### config.mk
export PLATFORM = sky130hd
export DESIGN_NAME = tpc_pwm_pair
export DESIGN_NICKNAME = d
export VERILOG_FILES = /design/src/tpc_pkg.sv /design/src/tpc_prescaler.sv /design/src/tpc_pwm_pair.sv
export SDC_FILE = /design/constraint.sdc
export NUM_CORES = 1
export LEC_CHECK = 0
export ABC_AREA = 1
export CAP_MARGIN = 10
export CORE_MARGIN = 10
export CORE_UTILIZATION = 69
export CTS_CLUSTER_DIAMETER = 30
export DETAILED_ROUTE_END_ITERATION = 10
export DONT_BUFFER_PORTS = 1
export PLACE_DENSITY = 0.85
export SLEW_MARGIN = 20
export SYNTH_ARGS = -nofsm -noshare
export SYNTH_HDL_FRONTEND = slang
export SYNTH_SLANG_ARGS = --single-unit
### constraint.sdc
create_clock -name clk -period 4.4 [get_ports clk]
set_input_delay 0.44 -clock clk [delete_from_list [all_inputs] [get_ports clk]]
set_output_delay 0.44 -clock clk [all_outputs]
set_load 0.01 [all_outputs]
### src/tpc_pkg.sv
// shared constants and carriers for the two-channel pwm timer
`default_nettype none
package tpc_pkg;

  localparam int CNT_W = 16;
  localparam int PRE_W = 6;
  localparam logic [15:0] CNT_RST = 16'h0000;
  localparam logic [15:0] MOD_RST = 16'hffff;
  localparam logic [15:0] CMP_RST = 16'h0000;
  localparam logic [5:0] PRE_RST = 6'h00;
  localparam logic [2:0] PS_DIV1 = 3'h0;
  localparam logic [2:0] PS_EXT = 3'h7;
  localparam logic [1:0] ELS_NONE = 2'h0;
  localparam logic [1:0] ELS_TOGGLE = 2'h1;
  localparam logic [1:0] ELS_CLEAR = 2'h2;
  localparam logic [1:0] ELS_SET = 2'h3;

  //////////////////////////////////////////////////////////////////////////////

  typedef struct packed {
    logic wrap_flag;
    logic wrap_irq_enable;
    logic counter_halt;
    logic counter_clear;
    logic [2:0] prescale_select;
  } tpc_tmr_ctl_s;

  typedef struct packed {
    logic event_flag;
    logic irq_enable;
    logic buffer_link;
    logic unbuffered_select;
    logic level_select_hi;
    logic level_select_lo;
    logic toggle_on_wrap;
    logic full_duty;
  } tpc_chan_ctl_s;

  typedef struct packed {
    logic wr;
    logic [15:0] data;
  } tpc_wr16_s;

  // counter halted out of reset
  localparam tpc_tmr_ctl_s TMR_CTL_RST = 7'b0010000;
  localparam tpc_chan_ctl_s CHAN_CTL_RST = 8'h00;

endpackage : tpc_pkg
`default_nettype wire

### src/tpc_prescaler.sv
// counter clock enable: bus clock divider or external clock pin edge
`timescale 1ns/100ps
`default_nettype none
module tpc_prescaler
  import tpc_pkg::*;
(
  // clock and reset
  input wire logic clk,
  input wire logic rst,
  // control
  input wire logic clr,
  input wire logic run,
  input wire logic [2:0] ps,
  input wire logic ext_pin,
  // counter enable
  output logic tick
);

  logic [5:0] pre_ff;
  logic ext_prev_ff;

  function automatic logic [5:0] div_mask(input logic [2:0] sel);
    div_mask = 6'((7'h01 << sel) - 7'h01);
  endfunction : div_mask

  always_ff @(posedge clk or posedge rst) begin
    if (rst) begin
      pre_ff <= PRE_RST;
    end else if (clr) begin
      pre_ff <= PRE_RST;
    end else if (run) begin
      pre_ff <= pre_ff + 6'h01;
    end
  end

  // pin is synchronous; edge seen only while running so a halt drops no state
  always_ff @(posedge clk or posedge rst) begin
    if (rst) begin
      ext_prev_ff <= 1'b0;
    end else if (run) begin
      ext_prev_ff <= ext_pin;
    end
  end

  always_comb begin
    if (!run || clr) begin
      tick = 1'b0;
    end else if (ps == PS_EXT) begin
      tick = ext_pin && !ext_prev_ff;
    end else begin
      tick = (pre_ff & div_mask(ps)) == div_mask(ps);
    end
  end

endmodule : tpc_prescaler
`default_nettype wire

### src/tpc_pwm_pair.sv
// two-channel 16-bit timer with unbuffered and buffered pwm outputs
//
// Function
// - toggle-on-wrap flips the pin at each modulo wrap, setting the period
// - pulse ends at compare match measured from the wrap
// - modulo 255 with divide-by-1 gives a 256-clock period
// - compare 128 in a 256 period gives 50 percent duty
// - unbuffered compare value takes effect immediately
// - buffer link joins both channels onto the channel-0 pin, channel 0 first
// - buffered: last written compare pair controls from each next wrap
// - linked: channel-0 control rules, channel-1 control unused, pin freed
// - mode 0:1 unbuffered, 1:0 buffered; link bit has priority
// - level select 1:0 clears, 1:1 sets the pin on compare
// - toggle-on-wrap off gives no wrap toggle, so 0 percent duty
// - full duty with toggle-on-wrap off gives constant 100 percent
// - wrap flag set on wrap; wrap interrupt when enabled
// - channel flag set on each compare; interrupt only when enabled
// - wait mode: timer runs, registers closed, interrupts wake
// - stop mode: timer frozen, state kept, resumes afterwards
// - break halts the counter and so suppresses compare events
// - break clear enable low protects flags; high lets clears stick
// - prescale select picks divide 1 to 64 or the external clock pin
// - counter restarts from zero on the tick after reaching modulo
// - counter clear resets counter and prescaler, self-clears, reads 0
// - halt holds the counter; set at reset
`timescale 1ns/100ps
`default_nettype none
module tpc_pwm_pair
  import tpc_pkg::*;
(
  // clock and reset
  input wire logic clk,
  input wire logic rst,
  // system states
  input wire logic wait_mode,
  input wire logic stop_mode,
  input wire logic break_state,
  input wire logic break_clear_enable,
  // timer status and control access
  input wire logic tmr_ctl_rd,
  input wire logic tmr_ctl_wr,
  input wire tpc_tmr_ctl_s tmr_ctl_wdata,
  // channel status and control access
  input wire logic [1:0] chan_ctl_rd,
  input wire logic [1:0] chan_ctl_wr,
  input wire tpc_chan_ctl_s chan0_ctl_wdata,
  input wire tpc_chan_ctl_s chan1_ctl_wdata,
  // modulo and compare writes
  input wire tpc_wr16_s mod_wr,
  input wire tpc_wr16_s cmp0_wr,
  input wire tpc_wr16_s cmp1_wr,
  // external timer clock pin
  input wire logic ext_timer_clock_pin,
  // readback
  output tpc_tmr_ctl_s tmr_ctl_q,
  output tpc_chan_ctl_s chan0_ctl_q,
  output tpc_chan_ctl_s chan1_ctl_q,
  output logic [15:0] counter_q,
  output logic [15:0] mod_q,
  output logic [15:0] cmp0_q,
  output logic [15:0] cmp1_q,
  // channel pins
  output logic chan0_pin_o,
  output logic chan0_pin_oe,
  output logic chan1_pin_o,
  output logic chan1_pin_oe,
  // interrupt requests
  output logic wrap_irq,
  output logic chan0_irq,
  output logic chan1_irq,
  output logic wake_req
);

  //////////////////////////////////////////////////////////////////////////////
  // state

  tpc_tmr_ctl_s tmr_ff;
  tpc_chan_ctl_s ch_ff [2];
  logic [15:0] cnt_ff, mod_ff, cmp0_ff, cmp1_ff;
  logic wrap_flag_ff, wrap_arm_ff;
  logic [1:0] ch_flag_ff, ch_arm_ff;
  logic act_ff, last_ff;
  logic [1:0] pin_ff, oe_ff;
  logic wrap_irq_ff, wake_ff;
  logic [1:0] ch_irq_ff;

  logic acc_ok, run, clr_req, tick, wrap_evt, flag_ok;
  logic link, oc0, oc1, nxt_last;
  logic [15:0] nxt_cnt, act_cmp;
  logic [1:0] cmp_evt;
  logic [1:0] nxt_wrap_st, nxt_ch0_st, nxt_ch1_st;

  //////////////////////////////////////////////////////////////////////////////
  // helpers

  // returns {flag, arm}; a new event beats a clear and disarms it
  function automatic logic [1:0] flag_step(input logic flag, input logic arm,
                                           input logic set, input logic rd,
                                           input logic wr0, input logic ok);
    if (set) begin
      flag_step = 2'b10;
    end else if (ok && wr0 && arm && flag) begin
      flag_step = 2'b00;
    end else if (ok && rd && flag) begin
      flag_step = 2'b11;
    end else begin
      flag_step = {flag, arm};
    end
  endfunction : flag_step

  function automatic logic pin_step(input logic pin, input tpc_chan_ctl_s c,
                                    input logic wrap, input logic cmp);
    logic p;
    p = pin;
    if (c.full_duty && !c.toggle_on_wrap) begin
      p = !c.level_select_lo;
    end else begin
      if (wrap && c.toggle_on_wrap) begin
        p = !p;
      end
      // full duty masks the compare, so only the wrap toggle moves the pin
      if (cmp && !c.full_duty) begin
        unique case ({c.level_select_hi, c.level_select_lo})
          ELS_CLEAR: p = 1'b0;
          ELS_SET: p = 1'b1;
          ELS_TOGGLE: p = !p;
          ELS_NONE: p = pin;
        endcase
      end
    end
    pin_step = p;
  endfunction : pin_step

  //////////////////////////////////////////////////////////////////////////////
  // access gating and counter clock

  assign acc_ok = !wait_mode && !stop_mode;
  assign run = !stop_mode && !break_state && !tmr_ff.counter_halt;
  assign clr_req = acc_ok && tmr_ctl_wr && tmr_ctl_wdata.counter_clear;
  assign flag_ok = !break_state || break_clear_enable;

  tpc_prescaler u_pre (
    .clk(clk),
    .rst(rst),
    .clr(clr_req),
    .run(run),
    .ps(tmr_ff.prescale_select),
    .ext_pin(ext_timer_clock_pin),
    .tick(tick)
  );

  //////////////////////////////////////////////////////////////////////////////
  // control registers

  // clear bit is never stored, so it always reads back as zero
  always_ff @(posedge clk or posedge rst) begin
    if (rst) begin
      tmr_ff <= TMR_CTL_RST;
    end else if (acc_ok && tmr_ctl_wr) begin
      tmr_ff.wrap_irq_enable <= tmr_ctl_wdata.wrap_irq_enable;
      tmr_ff.counter_halt <= tmr_ctl_wdata.counter_halt;
      tmr_ff.prescale_select <= tmr_ctl_wdata.prescale_select;
    end
  end

  // link bit exists only on channel 0
  always_ff @(posedge clk or posedge rst) begin
    if (rst) begin
      ch_ff[0] <= CHAN_CTL_RST;
      ch_ff[1] <= CHAN_CTL_RST;
    end else begin
      if (acc_ok && chan_ctl_wr[0]) begin
        ch_ff[0] <= chan0_ctl_wdata;
      end
      if (acc_ok && chan_ctl_wr[1]) begin
        ch_ff[1] <= chan1_ctl_wdata;
        ch_ff[1].buffer_link <= 1'b0;
      end
    end
  end

  always_ff @(posedge clk or posedge rst) begin
    if (rst) begin
      mod_ff <= MOD_RST;
      cmp0_ff <= CMP_RST;
      cmp1_ff <= CMP_RST;
    end else if (acc_ok) begin
      if (mod_wr.wr) begin
        mod_ff <= mod_wr.data;
      end
      if (cmp0_wr.wr) begin
        cmp0_ff <= cmp0_wr.data;
      end
      if (cmp1_wr.wr) begin
        cmp1_ff <= cmp1_wr.data;
      end
    end
  end

  //////////////////////////////////////////////////////////////////////////////
  // counter

  assign wrap_evt = tick && (cnt_ff == mod_ff);

  always_comb begin
    if (clr_req) begin
      nxt_cnt = CNT_RST;
    end else if (wrap_evt) begin
      nxt_cnt = CNT_RST;
    end else if (tick) begin
      nxt_cnt = cnt_ff + 16'h0001;
    end else begin
      nxt_cnt = cnt_ff;
    end
  end

  always_ff @(posedge clk or posedge rst) begin
    if (rst) begin
      cnt_ff <= CNT_RST;
    end else begin
      cnt_ff <= nxt_cnt;
    end
  end

  //////////////////////////////////////////////////////////////////////////////
  // buffered pair selection

  assign link = ch_ff[0].buffer_link;
  assign oc0 = link || ch_ff[0].unbuffered_select;
  assign oc1 = !link && ch_ff[1].unbuffered_select;

  always_comb begin
    nxt_last = last_ff;
    if (acc_ok && cmp0_wr.wr) begin
      nxt_last = 1'b0;
    end
    if (acc_ok && cmp1_wr.wr) begin
      nxt_last = 1'b1;
    end
  end

  // pair written last takes over only at a wrap, so a period is never cut
  always_ff @(posedge clk or posedge rst) begin
    if (rst) begin
      act_ff <= 1'b0;
      last_ff <= 1'b0;
    end else if (!link) begin
      act_ff <= 1'b0;
      last_ff <= 1'b0;
    end else begin
      last_ff <= nxt_last;
      if (wrap_evt) begin
        act_ff <= nxt_last;
      end
    end
  end

  assign act_cmp = (link && act_ff) ? cmp1_ff : cmp0_ff;

  // compare against the value the counter is about to hold
  assign cmp_evt[0] = oc0 && tick && !clr_req && (nxt_cnt == act_cmp);
  assign cmp_evt[1] = oc1 && tick && !clr_req && (nxt_cnt == cmp1_ff);

  //////////////////////////////////////////////////////////////////////////////
  // pins

  always_ff @(posedge clk or posedge rst) begin
    if (rst) begin
      pin_ff <= 2'h0;
      oe_ff <= 2'h0;
    end else if (!stop_mode) begin
      if (oc0) begin
        pin_ff[0] <= pin_step(pin_ff[0], ch_ff[0], wrap_evt, cmp_evt[0]);
      end
      if (oc1) begin
        pin_ff[1] <= pin_step(pin_ff[1], ch_ff[1], wrap_evt, cmp_evt[1]);
      end
      oe_ff[0] <= oc0 && ({ch_ff[0].level_select_hi, ch_ff[0].level_select_lo} != ELS_NONE);
      oe_ff[1] <= oc1 && ({ch_ff[1].level_select_hi, ch_ff[1].level_select_lo} != ELS_NONE);
    end
  end

  //////////////////////////////////////////////////////////////////////////////
  // flags and interrupts

  assign nxt_wrap_st = flag_step(wrap_flag_ff, wrap_arm_ff, wrap_evt, acc_ok && tmr_ctl_rd,
                                 acc_ok && tmr_ctl_wr && !tmr_ctl_wdata.wrap_flag, flag_ok);
  assign nxt_ch0_st = flag_step(ch_flag_ff[0], ch_arm_ff[0], cmp_evt[0], acc_ok && chan_ctl_rd[0],
                                acc_ok && chan_ctl_wr[0] && !chan0_ctl_wdata.event_flag, flag_ok);
  assign nxt_ch1_st = flag_step(ch_flag_ff[1], ch_arm_ff[1], cmp_evt[1], acc_ok && chan_ctl_rd[1],
                                acc_ok && chan_ctl_wr[1] && !chan1_ctl_wdata.event_flag, flag_ok);

  always_ff @(posedge clk or posedge rst) begin
    if (rst) begin
      wrap_flag_ff <= 1'b0;
      wrap_arm_ff <= 1'b0;
      ch_flag_ff <= 2'h0;
      ch_arm_ff <= 2'h0;
    end else begin
      {wrap_flag_ff, wrap_arm_ff} <= nxt_wrap_st;
      {ch_flag_ff[0], ch_arm_ff[0]} <= nxt_ch0_st;
      {ch_flag_ff[1], ch_arm_ff[1]} <= nxt_ch1_st;
    end
  end

  always_ff @(posedge clk or posedge rst) begin
    if (rst) begin
      wrap_irq_ff <= 1'b0;
      ch_irq_ff <= 2'h0;
      wake_ff <= 1'b0;
    end else begin
      wrap_irq_ff <= nxt_wrap_st[1] && tmr_ff.wrap_irq_enable;
      ch_irq_ff[0] <= nxt_ch0_st[1] && ch_ff[0].irq_enable;
      ch_irq_ff[1] <= nxt_ch1_st[1] && ch_ff[1].irq_enable && !link;
      wake_ff <= (nxt_wrap_st[1] && tmr_ff.wrap_irq_enable)
                 || (nxt_ch0_st[1] && ch_ff[0].irq_enable)
                 || (nxt_ch1_st[1] && ch_ff[1].irq_enable && !link);
    end
  end

  //////////////////////////////////////////////////////////////////////////////
  // outputs

  assign tmr_ctl_q = {wrap_flag_ff, tmr_ff.wrap_irq_enable, tmr_ff.counter_halt, 1'b0,
                      tmr_ff.prescale_select};
  assign chan0_ctl_q = {ch_flag_ff[0], ch_ff[0][6:0]};
  assign chan1_ctl_q = {ch_flag_ff[1], ch_ff[1][6:0]};
  assign counter_q = cnt_ff;
  assign mod_q = mod_ff;
  assign cmp0_q = cmp0_ff;
  assign cmp1_q = cmp1_ff;
  assign chan0_pin_o = pin_ff[0];
  assign chan1_pin_o = pin_ff[1];
  assign chan0_pin_oe = oe_ff[0];
  assign chan1_pin_oe = oe_ff[1];
  assign wrap_irq = wrap_irq_ff;
  assign chan0_irq = ch_irq_ff[0];
  assign chan1_irq = ch_irq_ff[1];
  assign wake_req = wake_ff;
endmodule : tpc_pwm_pair
`default_nettype wire

==> Word level (Yosys, flattened, before mapping) <==
Cells that the tools add are included.
{ "word_totals": {"in_bits": 87, "register_bits": 105, "word_cells": 182, "out_inout_bits": 95} }
{ "op_classes": {"n_eq_ne": 14, "reduce_logical": 91, "bitwise_logic": 2, "shifts": 1, "addsub": 3, "muxes": 36} }
{ "op_table": {"columns": ["cell", "n"], "rows": [
  ["two-way mux 16 bit", 4],
  ["logical AND 1 bit", 52],
  ["equality test 16 bit", 3],
  ["zero test 1 bit", 21],
  ["two-way mux 1 bit", 19],
  ["two-way mux 2 bit", 9],
  ["adder 16 x 1 -> 16 bit (second input constant)", 1],
  ["two-way mux 6 bit", 2],
  ["nonzero test 3 bit", 3],
  ["equality test 2 bit (second input constant)", 4],
  ["adder 6 x 1 -> 6 bit (second input constant)", 1],
  ["AND 6 bit", 1],
  ["equality test 6 bit", 1],
  ["inequality test 3 bit (second input constant)", 2],
  ["one-hot mux 1 bit (3 select lines)", 2],
  ["AND reduction 2 bit", 3],
  ["AND reduction 3 bit", 2],
  ["nonzero test 2 bit", 3],
  ["<< shifter 1 x 3 -> 6 bit (first input constant)", 1],
  ["subtractor 6 x 1 -> 6 bit (second input constant)", 1],
  ["logical OR 1 bit", 5],
  ["equality test 2 x 1 -> 1 bit (second input constant)", 2],
  ["zero test 2 bit", 2],
  ["equality test 3 bit (second input constant)", 1],
  ["2 further kinds", 2]
]} }

==> Logic depth before layout (Yosys ltp) <==
{ "depth": {"ltp_word": 16, "depth_mapped": 25, "depth_no_buf": 23} }

==> Cells and area by module <==
A second synthesis with hierarchy kept.
{ "unflattened": {"cells_unflattened": 769, "hier_area_um2": 5866.9} }
{ "modules_own_cells": {"columns": ["module", "area_per_inst_um2", "instances", "cells_per_inst"], "rows": [
  ["tpc_pwm_pair", 5456.5, 1, 709],
  ["tpc_prescaler", 410.4, 1, 60]
]} }

==> Least setup slack after synthesis <==
No wires, ideal clock.
{ "synth_path": {"path_type": "register to register", "startpoint": "reg tmr_ff (netlist bit tmr_ctl_q[1])", "endpoint": "reg pin_ff[1]", "period_less_slack_ps": 2828, "path_slack_ps": 1572, "path_buffers": 2, "setup_ps": 121, "arrival_ps": 2707, "path_stages_with_launch": 25, "path_cell_list": "dfrtp_1 -> buf_2 -> nor2_4 -> nand2_1 -> ha_1 -> or2_2 -> nand2_1 -> nor2_1 -> nand3_1 -> nand2_4 -> nand2_4 -> buf_6 -> nand2_1 -> nand2_1 -> nand2_1 -> nand2_1 -> o21ai_0 -> nor2_1 -> nand2_1 -> nor2_1 -> nand3_1 -> inv_1 -> o21ai_1 -> nand2_1 -> nand2_1"} }
{ "synth_via": {"elab_chain_cells": 16, "word_cells_on_any_way": 27, "classes_between": "add/sub: 1; eq/ne: 4; shift: 1; mux: 12; bitwise: 1; reduce/logical: 8"} }
{ "synth_lines": {"columns": ["item", "line", "source"], "rows": [
  ["from (decl)", "tpc_pwm_pair.sv:77", "tpc_tmr_ctl_s tmr_ff;"],
  ["<< shifter 1 x 3 -> 6 bit", "tpc_prescaler.sv:23", "div_mask = 6'((7'h01 << sel) - 7'h01);"],
  ["subtractor 6 x 1 -> 6 bit", "tpc_prescaler.sv:23", null],
  ["AND 6 bit", "tpc_prescaler.sv:51", "tick = (pre_ff & div_mask(ps)) == div_mask(ps);"],
  ["equality test 6 bit", "tpc_prescaler.sv:51", null],
  ["two-way mux 1 bit (*)", "tpc_prescaler.sv:48", "end else if (ps == PS_EXT) begin"],
  ["two-way mux 1 bit (*)", "tpc_prescaler.sv:46", "if (!run || clr) begin"],
  ["parallel branches: the longest is 10 deep, another holds two-way mux 16 bit", null, null],
  ["to (signal assigned)", "tpc_pwm_pair.sv:276", "pin_ff[1] <= pin_step(pin_ff[1], ch_ff[1], wrap_evt, cmp_evt[1]);"],
  ["to (decl)", "tpc_pwm_pair.sv:83", "logic [1:0] pin_ff, oe_ff;"]
]} }
Mark *: on every way between the ends. The select of a mux whose other input is x is not followed.
A chain may end at the register's enable or synchronous reset.

==> Worst setup path in the final report <==
{ "layout_path": {"startpoint": "reg tmr_ff (netlist bit tmr_ctl_q[1])", "endpoint": "reg pin_ff[0]"} }
{ "layout_via": {"elab_chain_cells": 16, "word_cells_on_any_way": 27, "classes_between": "add/sub: 1; eq/ne: 4; shift: 1; mux: 12; bitwise: 1; reduce/logical: 8"} }
{ "layout_lines": {"columns": ["item", "line", "source"], "rows": [
  ["<< shifter 1 x 3 -> 6 bit", "tpc_prescaler.sv:23", null],
  ["subtractor 6 x 1 -> 6 bit", "tpc_prescaler.sv:23", null],
  ["AND 6 bit", "tpc_prescaler.sv:51", null],
  ["equality test 6 bit", "tpc_prescaler.sv:51", null],
  ["two-way mux 1 bit (*)", "tpc_prescaler.sv:48", null],
  ["two-way mux 1 bit (*)", "tpc_prescaler.sv:46", null],
  ["parallel branches: the longest is 10 deep, another holds two-way mux 16 bit", null, null],
  ["to (signal assigned)", "tpc_pwm_pair.sv:273", "pin_ff[0] <= pin_step(pin_ff[0], ch_ff[0], wrap_evt, cmp_evt[0]);"]
]} }
Marked as above.

==> flow_metrics.tcl <==
set metrics [dict create \
    status "finished, final reports clean" \
    vias_per_cell 5.71 \
    cp.required_ps 4690 \
    cts_tree "built" \
    synth_top_cell_area_share_pct 35.7 \
    die_h_microns 114 \
    area_growth_pct 3.51 \
    grt_max_degree 80 \
    p_leak_nw 3.42 \
    gr-total-overflow 0 \
    ir_drop_mv 0.311 \
    skew_ps 24.1 \
    relSlewSlack_pct 36.0 \
    crit_family "simple AND/OR/NAND/NOR gates" \
    firstDrtPassIters 7 \
    track_usage_pct 25.2 \
    clk_path_buf_depth 2 \
    synth_common_cells "nand2_1 (289), inv_1 (105), dfrtp_1 (88)" \
    synth_area_leader_cell "dfrtp_1" \
    fin_nets 925 \
    gp_congestion 0.880 \
    grt_pass1_wl_microns 26700 \
    vias 5411 \
    hold_buffers 0 \
    post_synth.cell_area_avg_sq_um 7.26 \
    finalHoldViolations 0 \
    die_w_microns 114 \
    port_buffers 0 \
    setup_slack_ps 442 \
    min_period_ps 3960 \
    synth_area_leaders "dfrtp_1 (36%), nand2_1 (18%), dfstp_2 (7.3%), inv_1 (6.4%), nand3_1 (5.9%)" \
    drive_above_1_share_pct 10.4 \
    cts.sinks 105 \
    antenna_found_initial 0 \
    core-area_sq_um 8720 \
    remaining_drc_errors 0 \
    detail-route-antenna-nets 0 \
    cts_root_buf "clkbuf_8" \
    htreeDepth 3 \
    worstHoldPathType "input pin to async pin" \
    yosysMostFrequentCell "nand2_1" \
    cts_setup_buffers 0 \
    grt_pass1_vias 5288 \
    fill_cells 706 \
    crit_chain "nor2_4 -> nand2_1 -> ha_1 -> or2_2 -> nand2_1 -> nor2_1 -> nand3_1 -> nand2_4 -> nand3_2 -> nand2_2 -> inv_2 -> nand2_1 -> nand2_1 -> nand2_1 -> nor2_1 -> nand2_1 -> nor2_2 -> nand3_1 -> inv_1 -> o21ai_1 -> nand2_1 -> nand2_1" \
    yosys_warnings 0 \
    crit_path_end_kind "flip-flop" \
    synth_edf_count 0 \
    ys_seq_area_share_pct 43.0 \
    cts_buffers 9 \
    diodes 0 \
    die_area_sq_um 13100 \
    synth_area_sq_um 6160 \
    critPathKind "flip-flop to flip-flop" \
    crit_arrival_ps 4250 \
    initial_core_util_pct 70.6 \
    post-route-period-util_pct 90.0 \
    tns_ps 0 \
    critPathMostFrequentCell "nand2_1" \
    ios 182 \
    rsz0062_at_grt "false" \
    syn_inst 849 \
    ys_ff_latch 105 \
    dp_hpwl_microns 13300 \
    wl_microns 16800 \
    ys_types 38 \
    cp_slowest_cell "dfrtp_1" \
    num_rows 34 \
    path_clk_slew_ps 130 \
    start_kind "flip-flop" \
    place_worst_setup_slack_ps 511 \
    max_freq_ghz 0.253 \
    cts_resized 0 \
    drv_slew 0 \
    power.density_nw_per_um2 410 \
    synthArstFlopShare_pct 100 \
    whs_ps 113 \
    clock_latency_ps 390 \
    drv_cap 0 \
    drt_iter0_markers 391 \
    setup_viol 0 \
    path_buf_inv 2 \
    critPathMaxStageDelay_ps 530 \
    wl_per_cell_microns 17.7 \
    path_max_fanout 39 \
    synth_top_flop_cell "dfrtp_1" \
    tightest_slew_ps 959 \
]
==> registers in the layout (all words and copies together), names as in the netlist, 5 cells and up <==
signal / flops
chan1_ctl_q: 6
chan0_ctl_q: 6
u_pre.pre_ff: 6
cmp0_q: 16
mod_q: 16
cmp1_q: 16
tmr_ctl_q: 5
counter_q: 16
==> cell families after synthesis <==
group	count (synthesis)	synth area share [%]
AOI/OAI and AO/OA	69	5.81
xor gates and xnor gates	25	3.55
adders and majority gates	3	0.609
buffers and inverters	138	9.24
DFF	105	43.0
muxes	20	3.64
other	1	0.0609
and+or+nand+nor	488	34.1
==> final cells by class <==
class                   count  area (sq um)  area share [%]
clock buffers               9           124            1.94
multi-input cells         607          2950            46.2
repair buffers              3          22.5           0.353
clock inverters             7          88.8            1.39
inverters                 109           412            6.45
well taps                 108           135            2.12
flip-flops and latches    105          2650            41.5
==> cells in the final DEF (no fill, tap or decap), drive strengths merged <==
cell	count
a21oi	17
and3	1
buf	3
clkbuf	9
clkinv	4
conb	2
dfrtp	88
dfstp	17
ha	3
inv	112
mux2	19
mux2i	1
nand2	294
nand3	74
nand3b	1
nand4	10
nor2	80
nor3	10
nor4	3
o211ai	2
o21ai	50
or2	15
xnor2	15
xor2	10
==> through the flow <==
stage | cell area (sq um) | total power (W) | util (%) | std cells
6_report | 6380 | 0.00262 | 73.1 | 948
5_1_grt | 6380 | 0.00278 | 73.1 | 948
4_1_cts | 6380 | 0.00262 | 73.1 | 948
3_5_place_dp | 6160 | 0.00200 | 70.7 | 932
3_3_place_gp | 6160 | 0.00197 | 70.7 | 932
2_1_floorplan | 6160 | 0.00183 | - | 850
==> where the power goes <==
part           internal [W]  leakage (nW)  switching (W)
clock              0.000235         0.107       0.000397
sequential          0.00115          1.29       0.000257
combinational      0.000226          2.02       0.000350
==> final timing paths <==
check	cells past startpoint	endpoint	start	slack, ps
worst max-delay path	22	pin_ff[0]$_DFFE_PP0P_	tmr_ctl_q[1]$_DFFE_PP0P_	440
worst min-delay path	1	chan0_ctl_q[2]$_DFFE_PP0P_	rst	110
worst max register to register	22	pin_ff[0]$_DFFE_PP0P_	tmr_ctl_q[1]$_DFFE_PP0P_	440
worst min register to register	2	tmr_ctl_q[4]$_DFFE_PP1P_	tmr_ctl_q[4]$_DFFE_PP1P_	520
max in group asynchronous	2	cmp1_q[9]$_DFFE_PP0P_	rst	3360
min in group clk	2	tmr_ctl_q[4]$_DFFE_PP1P_	tmr_ctl_wdata[4]	150
==> layer usage <==
metal | share of wire [%] | wire (microns) | global-route usage (%)
met4 | 2.5 | 413 | 8.44
met2 | 49 | 8210 | 42.4
met5 | 0 | 0 | 0
met3 | 10 | 1690 | 8.02
met1 | 39 | 6480 | 29.6
Power figures use the tool's default switching activity.
